--- config.mk ---
export PLATFORM = sky130hd
export DESIGN_NAME = strap_status_regs
export DESIGN_NICKNAME = d
export VERILOG_FILES = /design/src/strap_regs_pkg.sv /design/src/strap_sync.sv /design/src/strap_capture.sv /design/src/strap_status_regs.sv
export SDC_FILE = /design/constraint.sdc
export NUM_CORES = 1
export LEC_CHECK = 0
export BUFFER_PORTS_ARGS = -buffer_cell sky130_fd_sc_hd__buf_2
export CORE_ASPECT_RATIO = 0.9
export CORE_MARGIN = 1.5
export CORE_UTILIZATION = 42
export CTS_CLUSTER_DIAMETER = 100
export DETAILED_ROUTE_END_ITERATION = 16
export GPL_TIMING_DRIVEN = 0
export PLACE_DENSITY_LB_ADDON = 0.1
export SYNTH_ARGS = -nofsm -noshare
export SYNTH_HDL_FRONTEND = slang
export SYNTH_SLANG_ARGS = --single-unit
--- constraint.sdc ---
create_clock -name core_clk -period 2 [get_ports core_clk]
set_input_delay 0.5 -clock core_clk [delete_from_list [all_inputs] [get_ports core_clk]]
set_output_delay 0.5 -clock core_clk [all_outputs]
set_load 0.005 [all_outputs]
--- src/strap_regs_pkg.sv ---
/*
  constants for the strap status register bank: word indices, field
  positions, reset values, packing of the captured strap vector.
  assumes a 32-bit classic wishbone bus with byte addressing.
*/
package strap_regs_pkg;

  // bus geometry
  localparam int ADR_W = 14;
  localparam int IDX_W = 12;
  localparam int DAT_W = 32;
  localparam int REG_W = 16;

  // word indices; byte address is four times the index
  localparam logic [IDX_W-1:0] IDX_STRAP_ONE = 12'h45d;
  localparam logic [IDX_W-1:0] IDX_STRAP_TWO = 12'h45e;

  localparam logic [REG_W-1:0] RST_STRAP_ONE = 16'h0000;
  localparam logic [REG_W-1:0] RST_STRAP_TWO = 16'h0000;

  // strap_status_one field positions
  localparam int BIT_TX_DELAY = 15;
  localparam int BIT_RX_DELAY = 14;
  localparam int BIT_SERIAL = 13;
  localparam int BIT_PARALLEL = 12;
  localparam int RSV_ONE_MSB = 11;
  localparam int RSV_ONE_LSB = 9;
  localparam int MODE_MSB = 8;
  localparam int MODE_LSB = 6;
  localparam int BIT_ROLE = 5;
  localparam int ADDR_MSB = 4;
  localparam int ADDR_LSB = 0;

  // strap_status_two field positions
  localparam int BIT_MANAGED = 0;

  // mac mode encodings
  localparam logic [2:0] MAC_MODE_ALIGN = 3'h4;
  localparam logic [2:0] MAC_MODE_TX = 3'h5;
  localparam logic [2:0] MAC_MODE_TXRX = 3'h6;

  // packing of the strap vector carried between modules
  localparam int STRAP_W = 14;
  localparam int V_ADDR_LSB = 0;
  localparam int V_ROLE = 5;
  localparam int V_MODE_LSB = 6;
  localparam int V_PAR = 9;
  localparam int V_SER = 10;
  localparam int V_RX = 11;
  localparam int V_TX = 12;
  localparam int V_MANAGED = 13;

  // cycles after reset release before straps are latched
  localparam int SETTLE_CYCLES = 4;
  localparam int SYNC_STAGES = 2;

  // the only management addresses a strap can select
  function automatic logic mgmt_addr_legal(input logic [4:0] a);
    case (a)
      5'h00, 5'h04, 5'h05, 5'h08, 5'h0a, 5'h0c, 5'h0d, 5'h0e, 5'h0f:
        mgmt_addr_legal = 1'b1;
      default:
        mgmt_addr_legal = 1'b0;
    endcase
  endfunction

endpackage

--- src/strap_sync.sv ---
/*
  two-flop synchroniser for a vector of strap pins.
  assumes each bit is a slow level; bits are not mutually coherent,
  which is fine because straps are latched only after they settle.
*/
`timescale 1ns/1ps
module strap_sync #(
  parameter int W = 14
) (
  // clock and reset
  input wire logic core_clk,
  input wire logic rst,
  // pins and synchronised copy
  input wire logic [W-1:0] pin,
  output logic [W-1:0] level
);
  import strap_regs_pkg::*;

  generate
    if (W < 1)
    begin : g_bad_w
      $error("strap_sync: W must be at least 1");
    end
  endgenerate

  genvar i;
  generate
    for (i = 0; i < W; i++)
    begin : g_bit
      logic meta_q;
      logic sync_q;
      always_ff @(posedge core_clk or posedge rst)
      begin
        if (rst)
        begin
          meta_q <= 1'b0;
          sync_q <= 1'b0;
        end
        else
        begin
          meta_q <= pin[i];
          sync_q <= meta_q;
        end
      end
      assign level[i] = sync_q;
    end
  endgenerate
endmodule

--- src/strap_capture.sv ---
/*
  latches the synchronised strap vector once, a fixed number of cycles
  after reset release, and holds it until the next reset.
  assumes the input comes from strap_sync on the same clock.
*/
`timescale 1ns/1ps
module strap_capture #(
  parameter int W = 14,
  parameter int SETTLE = 4
) (
  // clock and reset
  input wire logic core_clk,
  input wire logic rst,
  // synchronised straps in, frozen copy out
  input wire logic [W-1:0] level,
  output logic [W-1:0] captured,
  output logic valid
);
  import strap_regs_pkg::*;

  generate
    // the latch edge must come after the last sync stage has filled
    if (SETTLE <= SYNC_STAGES || SETTLE > 255 || W < 1)
    begin : g_bad_param
      $error("strap_capture: SETTLE must be 3..255 and W at least 1");
    end
  endgenerate

  logic [7:0] count_q;
  logic [7:0] count_d;
  logic valid_q;
  logic [W-1:0] cap_q;
  logic settled;

  // wait out the synchroniser so no stale zero is latched
  assign settled = (count_q == 8'(SETTLE - 1));
  assign count_d = valid_q ? count_q : count_q + 8'h01;

  always_ff @(posedge core_clk or posedge rst)
  begin
    if (rst)
    begin
      count_q <= 8'h00;
      valid_q <= 1'b0;
      cap_q <= '0;
    end
    else
    begin
      count_q <= count_d;
      if (settled && !valid_q)
      begin
        valid_q <= 1'b1;
        cap_q <= level;
      end
    end
  end

  assign captured = cap_q;
  assign valid = valid_q;
endmodule

--- src/strap_status_regs.sv ---
/*
  strap status register bank behind a classic wishbone slave.
  straps are sampled once after reset and reported read-only.
  assumes strap pins are static levels while rst is released and for
  a few cycles after; later changes of the pins are ignored.
*/
// What this block does
// - report strap-selected modes latched after reset, read-only to software
// - later mode overrides elsewhere never change the reported strap values
// - bit 15 of strap_status_one shows strapped transmit clock delay
// - bit 14 of strap_status_one shows strapped receive clock delay
// - bit 13 of strap_status_one shows serial mac interface strapped
// - bit 12 of strap_status_one shows parallel mac interface strapped
// - bits 8 to 6 give strapped mac mode; 4 align, 5 tx, 6 both
// - bits 4 to 0 give strapped management address from the legal set
// - strap_status_two bit 0 is managed mode; bits 15 to 1 read zero
`timescale 1ns/1ps
module strap_status_regs (
  // clock and reset
  input wire logic core_clk,
  input wire logic rst,
  // wishbone classic slave
  input wire logic wb_cyc_i,
  input wire logic wb_stb_i,
  input wire logic wb_we_i,
  input wire logic [strap_regs_pkg::ADR_W-1:0] wb_adr_i,
  input wire logic [3:0] wb_sel_i,
  input wire logic [strap_regs_pkg::DAT_W-1:0] wb_dat_i,
  output logic [strap_regs_pkg::DAT_W-1:0] wb_dat_o,
  output logic wb_ack_o,
  output logic wb_err_o,
  // strap pins
  input wire logic strap_tx_delay,
  input wire logic strap_rx_delay,
  input wire logic strap_serial_mac,
  input wire logic strap_parallel_mac,
  input wire logic [2:0] strap_mac_mode,
  input wire logic link_role_strap,
  input wire logic [4:0] mgmt_address_strap,
  input wire logic strap_managed,
  // status
  output logic straps_valid
);
  import strap_regs_pkg::*;

  logic [STRAP_W-1:0] strap_pins;
  logic [STRAP_W-1:0] strap_level;
  logic [STRAP_W-1:0] strap_cap;
  logic cap_valid;

  assign strap_pins[V_ADDR_LSB +: 5] = mgmt_address_strap;
  assign strap_pins[V_ROLE] = link_role_strap;
  assign strap_pins[V_MODE_LSB +: 3] = strap_mac_mode;
  assign strap_pins[V_PAR] = strap_parallel_mac;
  assign strap_pins[V_SER] = strap_serial_mac;
  assign strap_pins[V_RX] = strap_rx_delay;
  assign strap_pins[V_TX] = strap_tx_delay;
  assign strap_pins[V_MANAGED] = strap_managed;

  strap_sync #(
    .W(STRAP_W)
  ) u_sync (
    .core_clk(core_clk),
    .rst(rst),
    .pin(strap_pins),
    .level(strap_level)
  );

  strap_capture #(
    .W(STRAP_W),
    .SETTLE(SETTLE_CYCLES)
  ) u_capture (
    .core_clk(core_clk),
    .rst(rst),
    .level(strap_level),
    .captured(strap_cap),
    .valid(cap_valid)
  );

  // field views of the frozen straps
  wire logic [4:0] cap_addr = strap_cap[V_ADDR_LSB +: 5];
  wire logic [2:0] cap_mode = strap_cap[V_MODE_LSB +: 3];
  wire logic cap_role = strap_cap[V_ROLE];
  wire logic cap_par = strap_cap[V_PAR];
  wire logic cap_ser = strap_cap[V_SER];
  wire logic cap_rx = strap_cap[V_RX];
  wire logic cap_tx = strap_cap[V_TX];
  wire logic cap_managed = strap_cap[V_MANAGED];

  // an address outside the strappable set cannot come from the
  // resistor ladder; report zero rather than an impossible value
  wire logic addr_ok = mgmt_addr_legal(cap_addr);
  wire logic [4:0] rep_addr = addr_ok ? cap_addr : 5'h00;

  // register images; zero until the straps are latched
  logic [REG_W-1:0] img_one;
  logic [REG_W-1:0] img_two;

  always_comb
  begin
    img_one = RST_STRAP_ONE;
    img_two = RST_STRAP_TWO;
    if (cap_valid)
    begin
      img_one[BIT_TX_DELAY] = cap_tx;
      img_one[BIT_RX_DELAY] = cap_rx;
      img_one[BIT_SERIAL] = cap_ser;
      img_one[BIT_PARALLEL] = cap_par;
      img_one[MODE_MSB:MODE_LSB] = cap_mode;
      img_one[BIT_ROLE] = cap_role;
      img_one[ADDR_MSB:ADDR_LSB] = rep_addr;
      img_two[BIT_MANAGED] = cap_managed;
    end
  end

  // bus decode
  wire logic [IDX_W-1:0] req_idx = wb_adr_i[ADR_W-1:2];
  wire logic hit_one = (req_idx == IDX_STRAP_ONE);
  wire logic hit_two = (req_idx == IDX_STRAP_TWO);
  wire logic req_new = wb_cyc_i && wb_stb_i && !wb_ack_o && !wb_err_o;
  wire logic req_hit = req_new && (hit_one || hit_two);
  wire logic req_miss = req_new && !(hit_one || hit_two);
  // writes are acknowledged but change nothing
  wire logic [REG_W-1:0] sel_img =
    (hit_one && !wb_we_i) ? img_one :
    (hit_two && !wb_we_i) ? img_two : '0;

  logic ack_q;
  logic err_q;
  logic [DAT_W-1:0] dat_q;
  logic [DAT_W-1:0] dat_d;
  logic valid_q;

  assign dat_d = req_hit ? {16'h0000, sel_img} : '0;

  always_ff @(posedge core_clk or posedge rst)
  begin
    if (rst)
    begin
      ack_q <= 1'b0;
      err_q <= 1'b0;
      dat_q <= '0;
      valid_q <= 1'b0;
    end
    else
    begin
      ack_q <= req_hit;
      err_q <= req_miss;
      dat_q <= dat_d;
      valid_q <= cap_valid;
    end
  end

  assign wb_ack_o = ack_q;
  assign wb_err_o = err_q;
  assign wb_dat_o = dat_q;
  assign straps_valid = valid_q;

  wire logic rd_one = req_hit && hit_one && !wb_we_i && cap_valid;
  wire logic rd_two = req_hit && hit_two && !wb_we_i && cap_valid;
  wire logic wr_any = req_hit && wb_we_i;

  // cycles since reset release, saturating; feeds the checks only
  logic [7:0] age_q;

  always_ff @(posedge core_clk or posedge rst)
  begin
    if (rst)
      age_q <= 8'h00;
    else if (age_q != 8'hff)
      age_q <= age_q + 8'h01;
  end
endmodule

==> results of run 1 <==
what timing repair did:
action | in CTS | in global routing
gates resized for setup | 1 | 2
buffers inserted | 4 | 0
gates cloned | 0 | 0
endpoints found under the setup margin | 9 | 1
hold buffers | 0 | 0
kinds of logic after synthesis:
family,after synthesis,share of synthesized area [%]
fa+ha+maj,1,0.509
flops,67,68.2
other cells,1,0.153
mux,15,8.25
buf+inv,27,7.99
xor+xnor,8,2.85
compound gates,1,0.356
simple gates,47,11.7
metal layers:
metal,share of wire [%],wire length [um]
met1,43,1590
met2,49,1830
met3,6.1,227
met4,2.3,87
met5,0,0
final cells by class:
cell class	instances	area, um2
fill	484	2550
sequential	67	1680
multi-input combinational	92	659
timing repair buffer	51	280
buffer	24	179
clock buffer	11	151
tap	70	87.6
clock inverter	5	60.1
inverter	2	11.3
layout by cell type, fill, tap and decap left out, drive strengths merged:
cell / instances
clkinvlp: 2
mux2: 15
or2b: 1
a2111oi: 1
buf: 71
conb: 20
or4: 2
bufinv: 1
nor3: 10
nand2: 9
inv: 2
dfrtp: 67
xnor2: 7
clkinv: 2
nand3: 4
nor2b: 1
nor4: 1
ha: 1
nor4b: 1
nand4b: 6
clkbuf: 15
and3: 1
nand3b: 1
nor2: 2
nor4bb: 2
nand2b: 4
and3b: 1
xor2: 1
and4b: 1
flip-flops by register name (all words and copies together) (netlist names), 8 cells and up:
name and flops:
u_capture.captured 14, u_capture.count_q 8, u_sync.g_bit.meta_q 14, u_sync.g_bit.sync_q 14, wb_dat_o 13
stage by stage:
stage               area, um2  setup slack [ns]  hold slack, ns
finish                   3110            0.0555           0.235
global route             3110           0.00403           0.235
CTS                      3100            0.0509           0.237
detailed placement       2870           -0.0595           0.335
global placement         2850           -0.0860           0.332
floorplan                2530            0.0144           0.331
worst min path at each step:
| stage | endpoint | from | slack [ns] | cells after the start |
|---|---|---|---|---|
| 5_1_grt | u_sync.g_bit[4].meta_q$_DFF_PP0_ | mgmt_address_strap[4] | 0.23 | 1 |
| 3_5_place_dp | u_sync.g_bit[1].sync_q$_DFF_PP0_ | u_sync.g_bit[1].meta_q$_DFF_PP0_ | 0.33 | 0 |
| 3_3_place_gp | u_sync.g_bit[6].sync_q$_DFF_PP0_ | u_sync.g_bit[6].meta_q$_DFF_PP0_ | 0.33 | 0 |
| 2_1_floorplan | u_sync.g_bit[0].sync_q$_DFF_PP0_ | u_sync.g_bit[0].meta_q$_DFF_PP0_ | 0.33 | 0 |
| 6_report | u_sync.g_bit[8].meta_q$_DFF_PP0_ | rst | 0.23 | 2 |
| 4_1_cts | u_sync.g_bit[8].meta_q$_DFF_PP0_ | rst | 0.24 | 2 |
report_power, final:
group          internal [uW]  switching [uW]  total [uW]
Combinational           74.7            64.2         139
Sequential              1400            16.5        1420
Clock                    647             494        1140
==> metrics.md, run 1 <==
| Metric | Value |
|---|---|
| Layout cells sized above 1 | 42.1% |
| Share of the synthesized area in the top cell type | around two thirds |
| Clock Path Buffers | 2 |
| Synthesized flop and latch total | 67 |
| Input/output buffers | 46 |
| ANT cells | 0 |
| Outcome | finished, final reports clean |
| Total track usage | 13.4% |
| Met2 GRT Util | approximately a fifth |
| # IOs | 104 |
| R2R depth | 4 |
| Total Die Area | 6320 um2 |
| Root Buffer | clkbuf_8 |
| Pins Over Slew Limit | 0 |
| Setup_tns | 0 ns |
| Critical Path Source | u_capture.count_q[3]$_DFFE_PP0N_ |
| Max stage delay on crit path | about 0.52 ns |
| H-tree Lvls | 3 |
| Final hold violation count | 0 |
| Number of CTS-inserted buffers | 9 |
| RePlAce Congestion | 0.779 |
| Nets | 317 |
| Achievable frequency | 0.514 GHz |
| # clock sinks | 67 |
| Critical path depth | 4 |
| Clock transition at path regs | 0.07 ns |
| Synth Flop Type | dfrtp_1 |
| Vias in the first global route | 1345 |
| Flop2flop setup slack | 0.06 ns |
| RSZ-0062 raised after global routing | no |
| Critical path required time | 2.23 ns |
| Starting Density | 43.4% |
| Critical path's top delay family | simple AND/OR/NAND/NOR gates |
| Relative slew slack | 57.6% |
| Remaining Overflow, GRT | 0 |
| Fin util | 54.9% |
| Worst Setup Start Kind | flip-flop |
| Critical path arrival | 2.17 ns |
| VDD IR max | 0.000456 V |
| Max stage delay cell, worst path | or4_1 |
| HPWL Detailed | roughly 2.6 mm |
| Critical path buffers and inverters | 1 |
| Final setup vio count | 0 |
| Number of synthesized flops with an enable pin | 0 |
| DRC viols | 0 |
| Min-Delay Path Class | in -> async |
| Leading post-synthesis cells by cell area | dfrtp_1 68%, buf_4 5.8%, mux2_4 5.5% |
| Worst path cell trace | or4_1 -> or4_4 -> buf_12 -> mux2_4 |
| Die extent in x | 83.6 um |
| LEAKAGE | between 0.0015 and 0.002 uW |
| Type of element capturing the critical path | flip-flop |
| Top post-synthesis cells by count | 67 x dfrtp_1, 19 x buf_4, 10 x nor3_1, 9 x mux2_4, 9 x nand2_1 |
| Post-synth top area cell | dfrtp_1 |
| Critical path class | reg -> reg |
| Area growth, synth to finish | 26.4% |
| Die Y | between 70 and 80 um |
| M1 GR Usage | 15.1% |
| Final antenna-violating net count | 0 |
| Final cycle utilization of the critical path | 97.2% |
| Via count | 1400 |
| GR peak layer | met2 |
| Worst Max-Slew Pin Slew | 0.635 ns |
| PwrDens | 868 nW/um2 |
| DR vias/cell | 4.35 |
| Syn Area/Cell | ~15 um2 |
| Mapped Cells | roughly 170 |
| CTS tree | yes |
| Post-Route WL | about 3.7 mm |
| Ys async rst share | 100% |
| Synth Cell Area | 2460 um2 |
| Most frequent cell after synthesis | dfrtp_1 |
| Min Tclk post-route | roughly 1.9 ns |
| Critical path peak fanout | 10 |
| Reg2Reg Launch Point | u_capture.count_q[3]$_DFFE_PP0N_ |
| YS warnings | 0 |
| Antenna violations before repair | 0 |
| Drt first pass iters | 3 |
| Num rows | 26 |
| Placed Cells | 303 |
| Largest net degree at the start of global routing | 40 |
| Clk_lat worst skew | 0.34 ns |
| Netlist cell types | 29 |
| Final non-filler cell total | 322 |
| GR Util met3 | between 5 and 6% |
| Clock skew | just under 0.007 ns |
| DR WL/cell | between 10 and 15 um |
| DRT iter0 DRCs | 30 |
| Core area | 5660 um2 |
| End of the worst register-to-register path | u_capture.captured[3]$_DFFE_PP0P_ |
| Tot Pwr | about 2700 uW |
| Max cap viols | 0 |
| Critical Path Sink | u_capture.captured[3]$_DFFE_PP0P_ |
| Seq/Total Area, Yosys | 68.2% |
| First-pass GRT wire length | 6.16 mm |
Power figures use the tool's default switching activity.
==> run 2: changes to the inputs <==
- CORE_UTILIZATION: 42 -> 44
- clock period: 2 -> 1.9 ns (I/O delays scaled with it)
==> run 2 against run 1 <==
The flow now finishes with violations (negative setup slack). First-iteration DRC count rose to 2.6 times the previous value. Sequential power is 5% higher. Clock power increased by 4%. Worst setup slack worse by 0.14 ns. Sequential cell count unchanged. Die area decreased by 4.4%. Maximum frequency down 1.8%. Utilization increased by 3.4 points. Non-clock buffer count down 1. Design area is 0.28% lower. Clock-buffer cell count grew 4. Largest power group unchanged.
==> metrics.md, run 2 (synthesized netlist as in run 1, its figures left out) <==
| Metric | Value |
|---|---|
| Critical path arrival | 2.19 ns |
| Achievable frequency | 0.505 GHz |
| Vias in the first global route | 1248 |
| Clock network power share | 41.9% |
| Pint | 2270 uW |
| Sequential Power Share | about 53% |
| Clk_lat worst skew | 0.33 ns |
| GR Util met3 | 4.47% |
| Comb power frac | ~5.1% |
| Post-Route WL | 3.73 mm |
| DR vias/cell | 4.47 |
| Most frequent cells in the layout | 67 x dfrtp_1, 46 x buf_2, 22 x buf_4 |
| Clock skew | 0.00550 ns |
| Worst Max-Slew Pin Slew | 0.673 ns |
| PwrDens | 911 nW/um2 |
| Flop2flop setup slack | -0.08 ns |
| Total track usage | 14.0% |
| Sw power | 551 uW |
| Met2 GRT Util | 20.5% |
| Starting Density | 46.2% |
| Input/output buffers | 46 |
| ANT cells | 0 |
| Critical path class | reg -> reg |
| Fin util | roughly 58% |
| Multi-input gate area | 659 um2 |
| Critical path required time | 2.11 ns |
| Critical path peak fanout | 10 |
| Final cycle utilization of the critical path | 104% |
| Switch share | 19.5% |
| Fillers | 457 |
| Clock Path Buffers | 2 |
| Fin worst setup slack | -0.0801 ns |
| DRT iter0 DRCs | slightly below 80 |
| Final antenna-violating net count | 0 |
| RePlAce Congestion | 0.762 |
| Area growth, synth to finish | 26.0% |
| Critical Path Source | u_capture.count_q[3]$_DFFE_PP0N_ |
| Max cap viols | 0 |
| M1 GR Usage | 18.1% |
| Sequential cell area | roughly 1700 um2 |
| Final hold violation count | 0 |
| Via count | approximately 1400 |
| Reg2Reg Launch Point | u_capture.count_q[3]$_DFFE_PP0N_ |
| R2R depth | 4 |
| Pins Over Slew Limit | 0 |
| Final setup vio count | 13 |
| H-tree Lvls | 3 |
| HPWL Detailed | roughly 2.5 mm |
| VDD IR max | 0.000587 V |
| Die Y | 73.9 um |
| Outcome | finished with violations |
| Die extent in x | 81.8 um |
| DR WL/cell | 11.7 um |
| Worst Setup Start Kind | flip-flop |
| Clock transition at path regs | 0.07 ns |
| Min-Delay Path Class | in -> async |
| Critical Path Sink | u_capture.captured[0]$_DFFE_PP0P_ |
| Relative slew slack | 55.1% |
| Core area | between 5000 and 6000 um2 |
| # clock sinks | 67 |
| GR peak layer | met2 |
| Root Buffer | clkbuf_8 |
| CTS tree | yes |
| Tot Pwr | 2820 uW |
| Total Die Area | 6040 um2 |
| DRC viols | 0 |
| Largest net degree at the start of global routing | 36 |
| Layout cells sized above 1 | 41.0% |
| Antenna violations before repair | 0 |
| Failing checks | negative setup slack |
| LEAKAGE | 0.00157 uW |
| Type of element capturing the critical path | flip-flop |
| Remaining Overflow, GRT | 0 |
| Hold slack | 0.243 ns |
| Num rows | 25 |
| Commonest non-fill, non-tap cell in the layout | dfrtp_1 |
| First-pass GRT wire length | 5.97 mm |
| # IOs | approximately 100 |
| Nets | ~320 |
| End of the worst register-to-register path | u_capture.captured[0]$_DFFE_PP0P_ |
| Drt first pass iters | 4 |
| RSZ-0062 raised after global routing | yes |
| Number of CTS-inserted buffers | 9 |
| Min Tclk post-route | roughly 2 ns |
==> run 2: worst max-delay path, cell delays in order (launching register included) <==
cell and delay [ns]:
dfrtp_1 0.38, or4_1 0.52, or4_4 0.48, buf_12 0.18, mux2_4 0.29
==> run 2: repair_timing <==
item / in CTS / in global routing
buffers inserted: 3 / 1
hold buffers: 0 / 0
gates resized for setup: 1 / 3
endpoints found under the setup margin: 14 / 18
==> run 2: how the worst min path moves through the flow <==
stage | slack, ns | startpoint | to | cells past startpoint
6_report | 0.24 | rst | u_sync.g_bit[6].meta_q$_DFF_PP0_ | 2
5_1_grt | 0.24 | mgmt_address_strap[3] | u_sync.g_bit[3].meta_q$_DFF_PP0_ | 1
4_1_cts | 0.24 | strap_serial_mac | u_sync.g_bit[10].meta_q$_DFF_PP0_ | 1
3_5_place_dp | 0.33 | u_sync.g_bit[2].meta_q$_DFF_PP0_ | u_sync.g_bit[2].sync_q$_DFF_PP0_ | 0
3_3_place_gp | 0.33 | u_sync.g_bit[11].meta_q$_DFF_PP0_ | u_sync.g_bit[11].sync_q$_DFF_PP0_ | 0
2_1_floorplan | 0.33 | u_sync.g_bit[0].meta_q$_DFF_PP0_ | u_sync.g_bit[0].sync_q$_DFF_PP0_ | 0
==> run 2: power by group through the flow <==
| stage | sequential (uW) | clock [uW] | combinational (uW) |
|---|---|---|---|
| 2_1_floorplan | 1510 | 0 | 95.7 |
| 3_3_place_gp | 1520 | 0 | 140 |
| 3_5_place_dp | 1520 | 0 | 147 |
| 4_1_cts | 1490 | 1220 | 147 |
| 5_1_grt | 1500 | 1280 | 166 |
| 6_report | 1490 | 1180 | 145 |
==> run 2: layout make-up <==
type                    instances  share of cell area (%)
clock inverters                 1                   0.970
plain buffers                  23                    5.66
multi-input cells              92                    21.3
inverters                       2                   0.364
clock buffers                  15                    5.70
flip-flops and latches         67                    54.1
well taps                      67                    2.71
repair buffers                 51                    9.17
==> run 2: layer usage <==
layer  share of wire (%)  routed length (um)
met3                 6.1                 228
met5                   0                   0
met4                 1.9                  71
met1                  44                1650
met2                  48                1780
==> run 2: stage by stage <==
stage	setup TNS (ns)	cell area [um2]	cells	setup WS [ns]
after CTS	-0.824	3090	318	-0.0749
after global routing	-1.20	3100	318	-0.118
final	-0.776	3100	318	-0.0801
after detailed placement	-1.53	2870	300	-0.171
after floorplan	-0.771	2530	186	-0.0856
after global placement	-1.38	2850	299	-0.155
==> run 3: changes to the inputs <==
- GPL_TIMING_DRIVEN: 0 -> default
==> run 3 against run 2 <==
The run still ends with negative setup slack left. Combinational power decreased by 17%. Clock-buffer cell count decreased by 2. Clock skew decreased by 0.00066 ns. Final cell count decreased by 4.7%. Worst setup slack improved by 0.039 ns. Register-to-register slack improved by 0.04 ns. Hold slack got worse by 0.11 ns. Critical path type unchanged. Critical endpoint is now u_capture.captured[13]$_DFFE_PP0P_.
==> metrics.md, run 3 (synthesized netlist as in run 1, its figures left out) <==
| Metric | Value |
|---|---|
| H-tree Lvls | 3 |
| Most frequent cells in the layout | 67 x dfrtp_1, 46 x buf_2, 20 x conb_1 |
| Finished Cell Area | ~3000 um2 |
| Remaining Overflow, GRT | 0 |
| Die Y | 73.9 um |
| Drt first pass iters | 4 |
| Final cycle utilization of the critical path | 102% |
| Critical path buffers and inverters | 1 |
| Core area | 5320 um2 |
| DRT iter0 DRCs | 77 |
| Fin worst setup slack | -0.0414 ns |
| Crit-path most repeated cell | or4_4 |
| Vias in the first global route | 1454 |
| Input/output buffers | 46 |
| Nets | 301 |
| Area growth, synth to finish | 22.2% |
| LEAKAGE | roughly 0.0015 uW |
| Failing checks | negative setup slack |
| Final antenna-violating net count | 0 |
| Clock network power share | approximately 42% |
| Critical path arrival | 2.15 ns |
| Min-Delay Path Class | in -> async |
| Outcome | finished with violations |
| Clock skew | roughly 0.0048 ns |
| Achievable frequency | a little over 0.5 GHz |
| Via count | about 1400 |
| Hold bufs inserted after CTS | 0 |
| Comb power frac | under 10% |
| Max cap viols | 0 |
| Final setup vio count | 14 |
| Largest net degree at the start of global routing | 50 |
| DR WL/cell | about 13 um |
| Switch share | 20.8% |
| Pins Over Slew Limit | 0 |
| Clk_lat worst skew | ~0.33 ns |
| Root Buffer | clkbuf_8 |
| Max stage delay cell, worst path | or4_4 |
| Final hold violation count | 0 |
| Placed cell areas | ~2800 um2 |
| RSZ-0062 raised after global routing | yes |
| Type of element capturing the critical path | flip-flop |
| Num rows | 25 |
| Worst Setup Start Kind | flip-flop |
| Min Tclk post-route | 1.94 ns |
| Clock Path Buffers | 2 |
| Layout cells sized above 1 | between 30% and 40% |
| Number of CTS-inserted buffers | 9 |
| ANT cells | 0 |
| HPWL Detailed | 2.70 mm |
| Post-Route WL | 3.93 mm |
| PwrDens | slightly above 900 nW/um2 |
| CTS tree | yes |
| # clock sinks | 67 |
| Worst path cell trace | or4_4 -> or4_4 -> buf_12 -> mux2_4 |
| Pint | between 2000 and 2500 uW |
| DR vias/cell | about 4.6 |
| Clock transition at path regs | 0.07 ns |
| VDD IR max | 0.000594 V |
| Critical path required time | 2.11 ns |
| DRC viols | 0 |
| # IOs | approximately 100 |
| First-pass GRT wire length | roughly 6.7 mm |
| Antenna violations before repair | 0 |
| Critical path class | reg -> reg |
| RePlAce Congestion | 0.750 |
| Die extent in x | between 80 and 90 um |
| Critical path's top delay family | simple AND/OR/NAND/NOR gates |
| Sw power | ~580 uW |
| Fillers | approximately 450 |
| Hold slack | approximately 0.14 ns |
| Starting Density | ~46% |
| Total track usage | 15.8% |
| Commonest non-fill, non-tap cell in the layout | dfrtp_1 |
| Total Die Area | 6040 um2 |
| Max stage delay on crit path | 0.53 ns |
| Critical path peak fanout | 8 |
| Sequential Power Share | 53.4% |
[run 3: cell count changes in the layout (fill, tap and decap cells not counted), sizes merged]
cell and delta:
clkinv +1, buf -12, clkbuf -5, clkinvlp +1
[run 3: worst paths after layout]
| path | startpoint | endpoint | slack, ns | depth (start not counted) |
|---|---|---|---|---|
| max | u_capture.count_q[3]$_DFFE_PP0N_ | u_capture.captured[13]$_DFFE_PP0P_ | -0.04 | 4 |
| min in group core_clk | strap_mac_mode[2] | u_sync.g_bit[8].meta_q$_DFF_PP0_ | 0.24 | 1 |
| min reg2reg | u_sync.g_bit[3].meta_q$_DFF_PP0_ | u_sync.g_bit[3].sync_q$_DFF_PP0_ | 0.35 | 0 |
| max in group asynchronous | rst | u_sync.g_bit[13].meta_q$_DFF_PP0_ | 1.20 | 3 |
| min | rst | u_sync.g_bit[11].meta_q$_DFF_PP0_ | 0.14 | 2 |
| max reg2reg | u_capture.count_q[3]$_DFFE_PP0N_ | u_capture.captured[13]$_DFFE_PP0P_ | -0.04 | 4 |
[run 3: power groups by stage]
| stage | clock network, uW | registers (uW) | logic, uW |
|---|---|---|---|
| 6_report | 1180 | 1490 | 120 |
| 3_3_place_gp | 0 | 1520 | 119 |
| 2_1_floorplan | 0 | 1510 | 95.7 |
| 5_1_grt | 1300 | 1500 | 140 |
| 4_1_cts | 1230 | 1490 | 123 |
| 3_5_place_dp | 0 | 1520 | 123 |
[run 3: layout make-up]
type	count	area [um2]	share of cell area [%]
inverter	2	11.3	0.375
clock inverter	3	46.3	1.54
multi-input combinational	92	669	22.3
clock buffer	13	159	5.29
tap	67	83.8	2.79
sequential	67	1680	55.8
timing repair buffer	59	357	11.9
[run 3: repair_timing]
action	4_1_cts	5_1_grt
gates resized for setup	5	1
buffers inserted	1	0
endpoints found under the setup margin	14	14
[run 3: metal layers]
metal  global-route usage [%]  wire length [um]
met5                        0                 0
met4                     6.21                38
met2                     25.5              2070
met3                     8.32               218
met1                     17.7              1600
[run 3: per-stage QoR]
| stage | utilization [%] | cells | setup WS (ns) | setup TNS (ns) | power [uW] |
|---|---|---|---|---|---|
| floorplan | - | 186 | -0.0856 | -0.771 | 1610 |
| global placement | 52.0 | 286 | -0.0466 | -0.359 | 1640 |
| detailed placement | 52.0 | 286 | -0.0616 | -0.564 | 1640 |
| CTS | 56.4 | 303 | -0.0423 | -0.305 | 2840 |
| global route | 56.5 | 303 | -0.0825 | -0.886 | 2940 |
| finish | 56.5 | 303 | -0.0414 | -0.362 | 2790 |
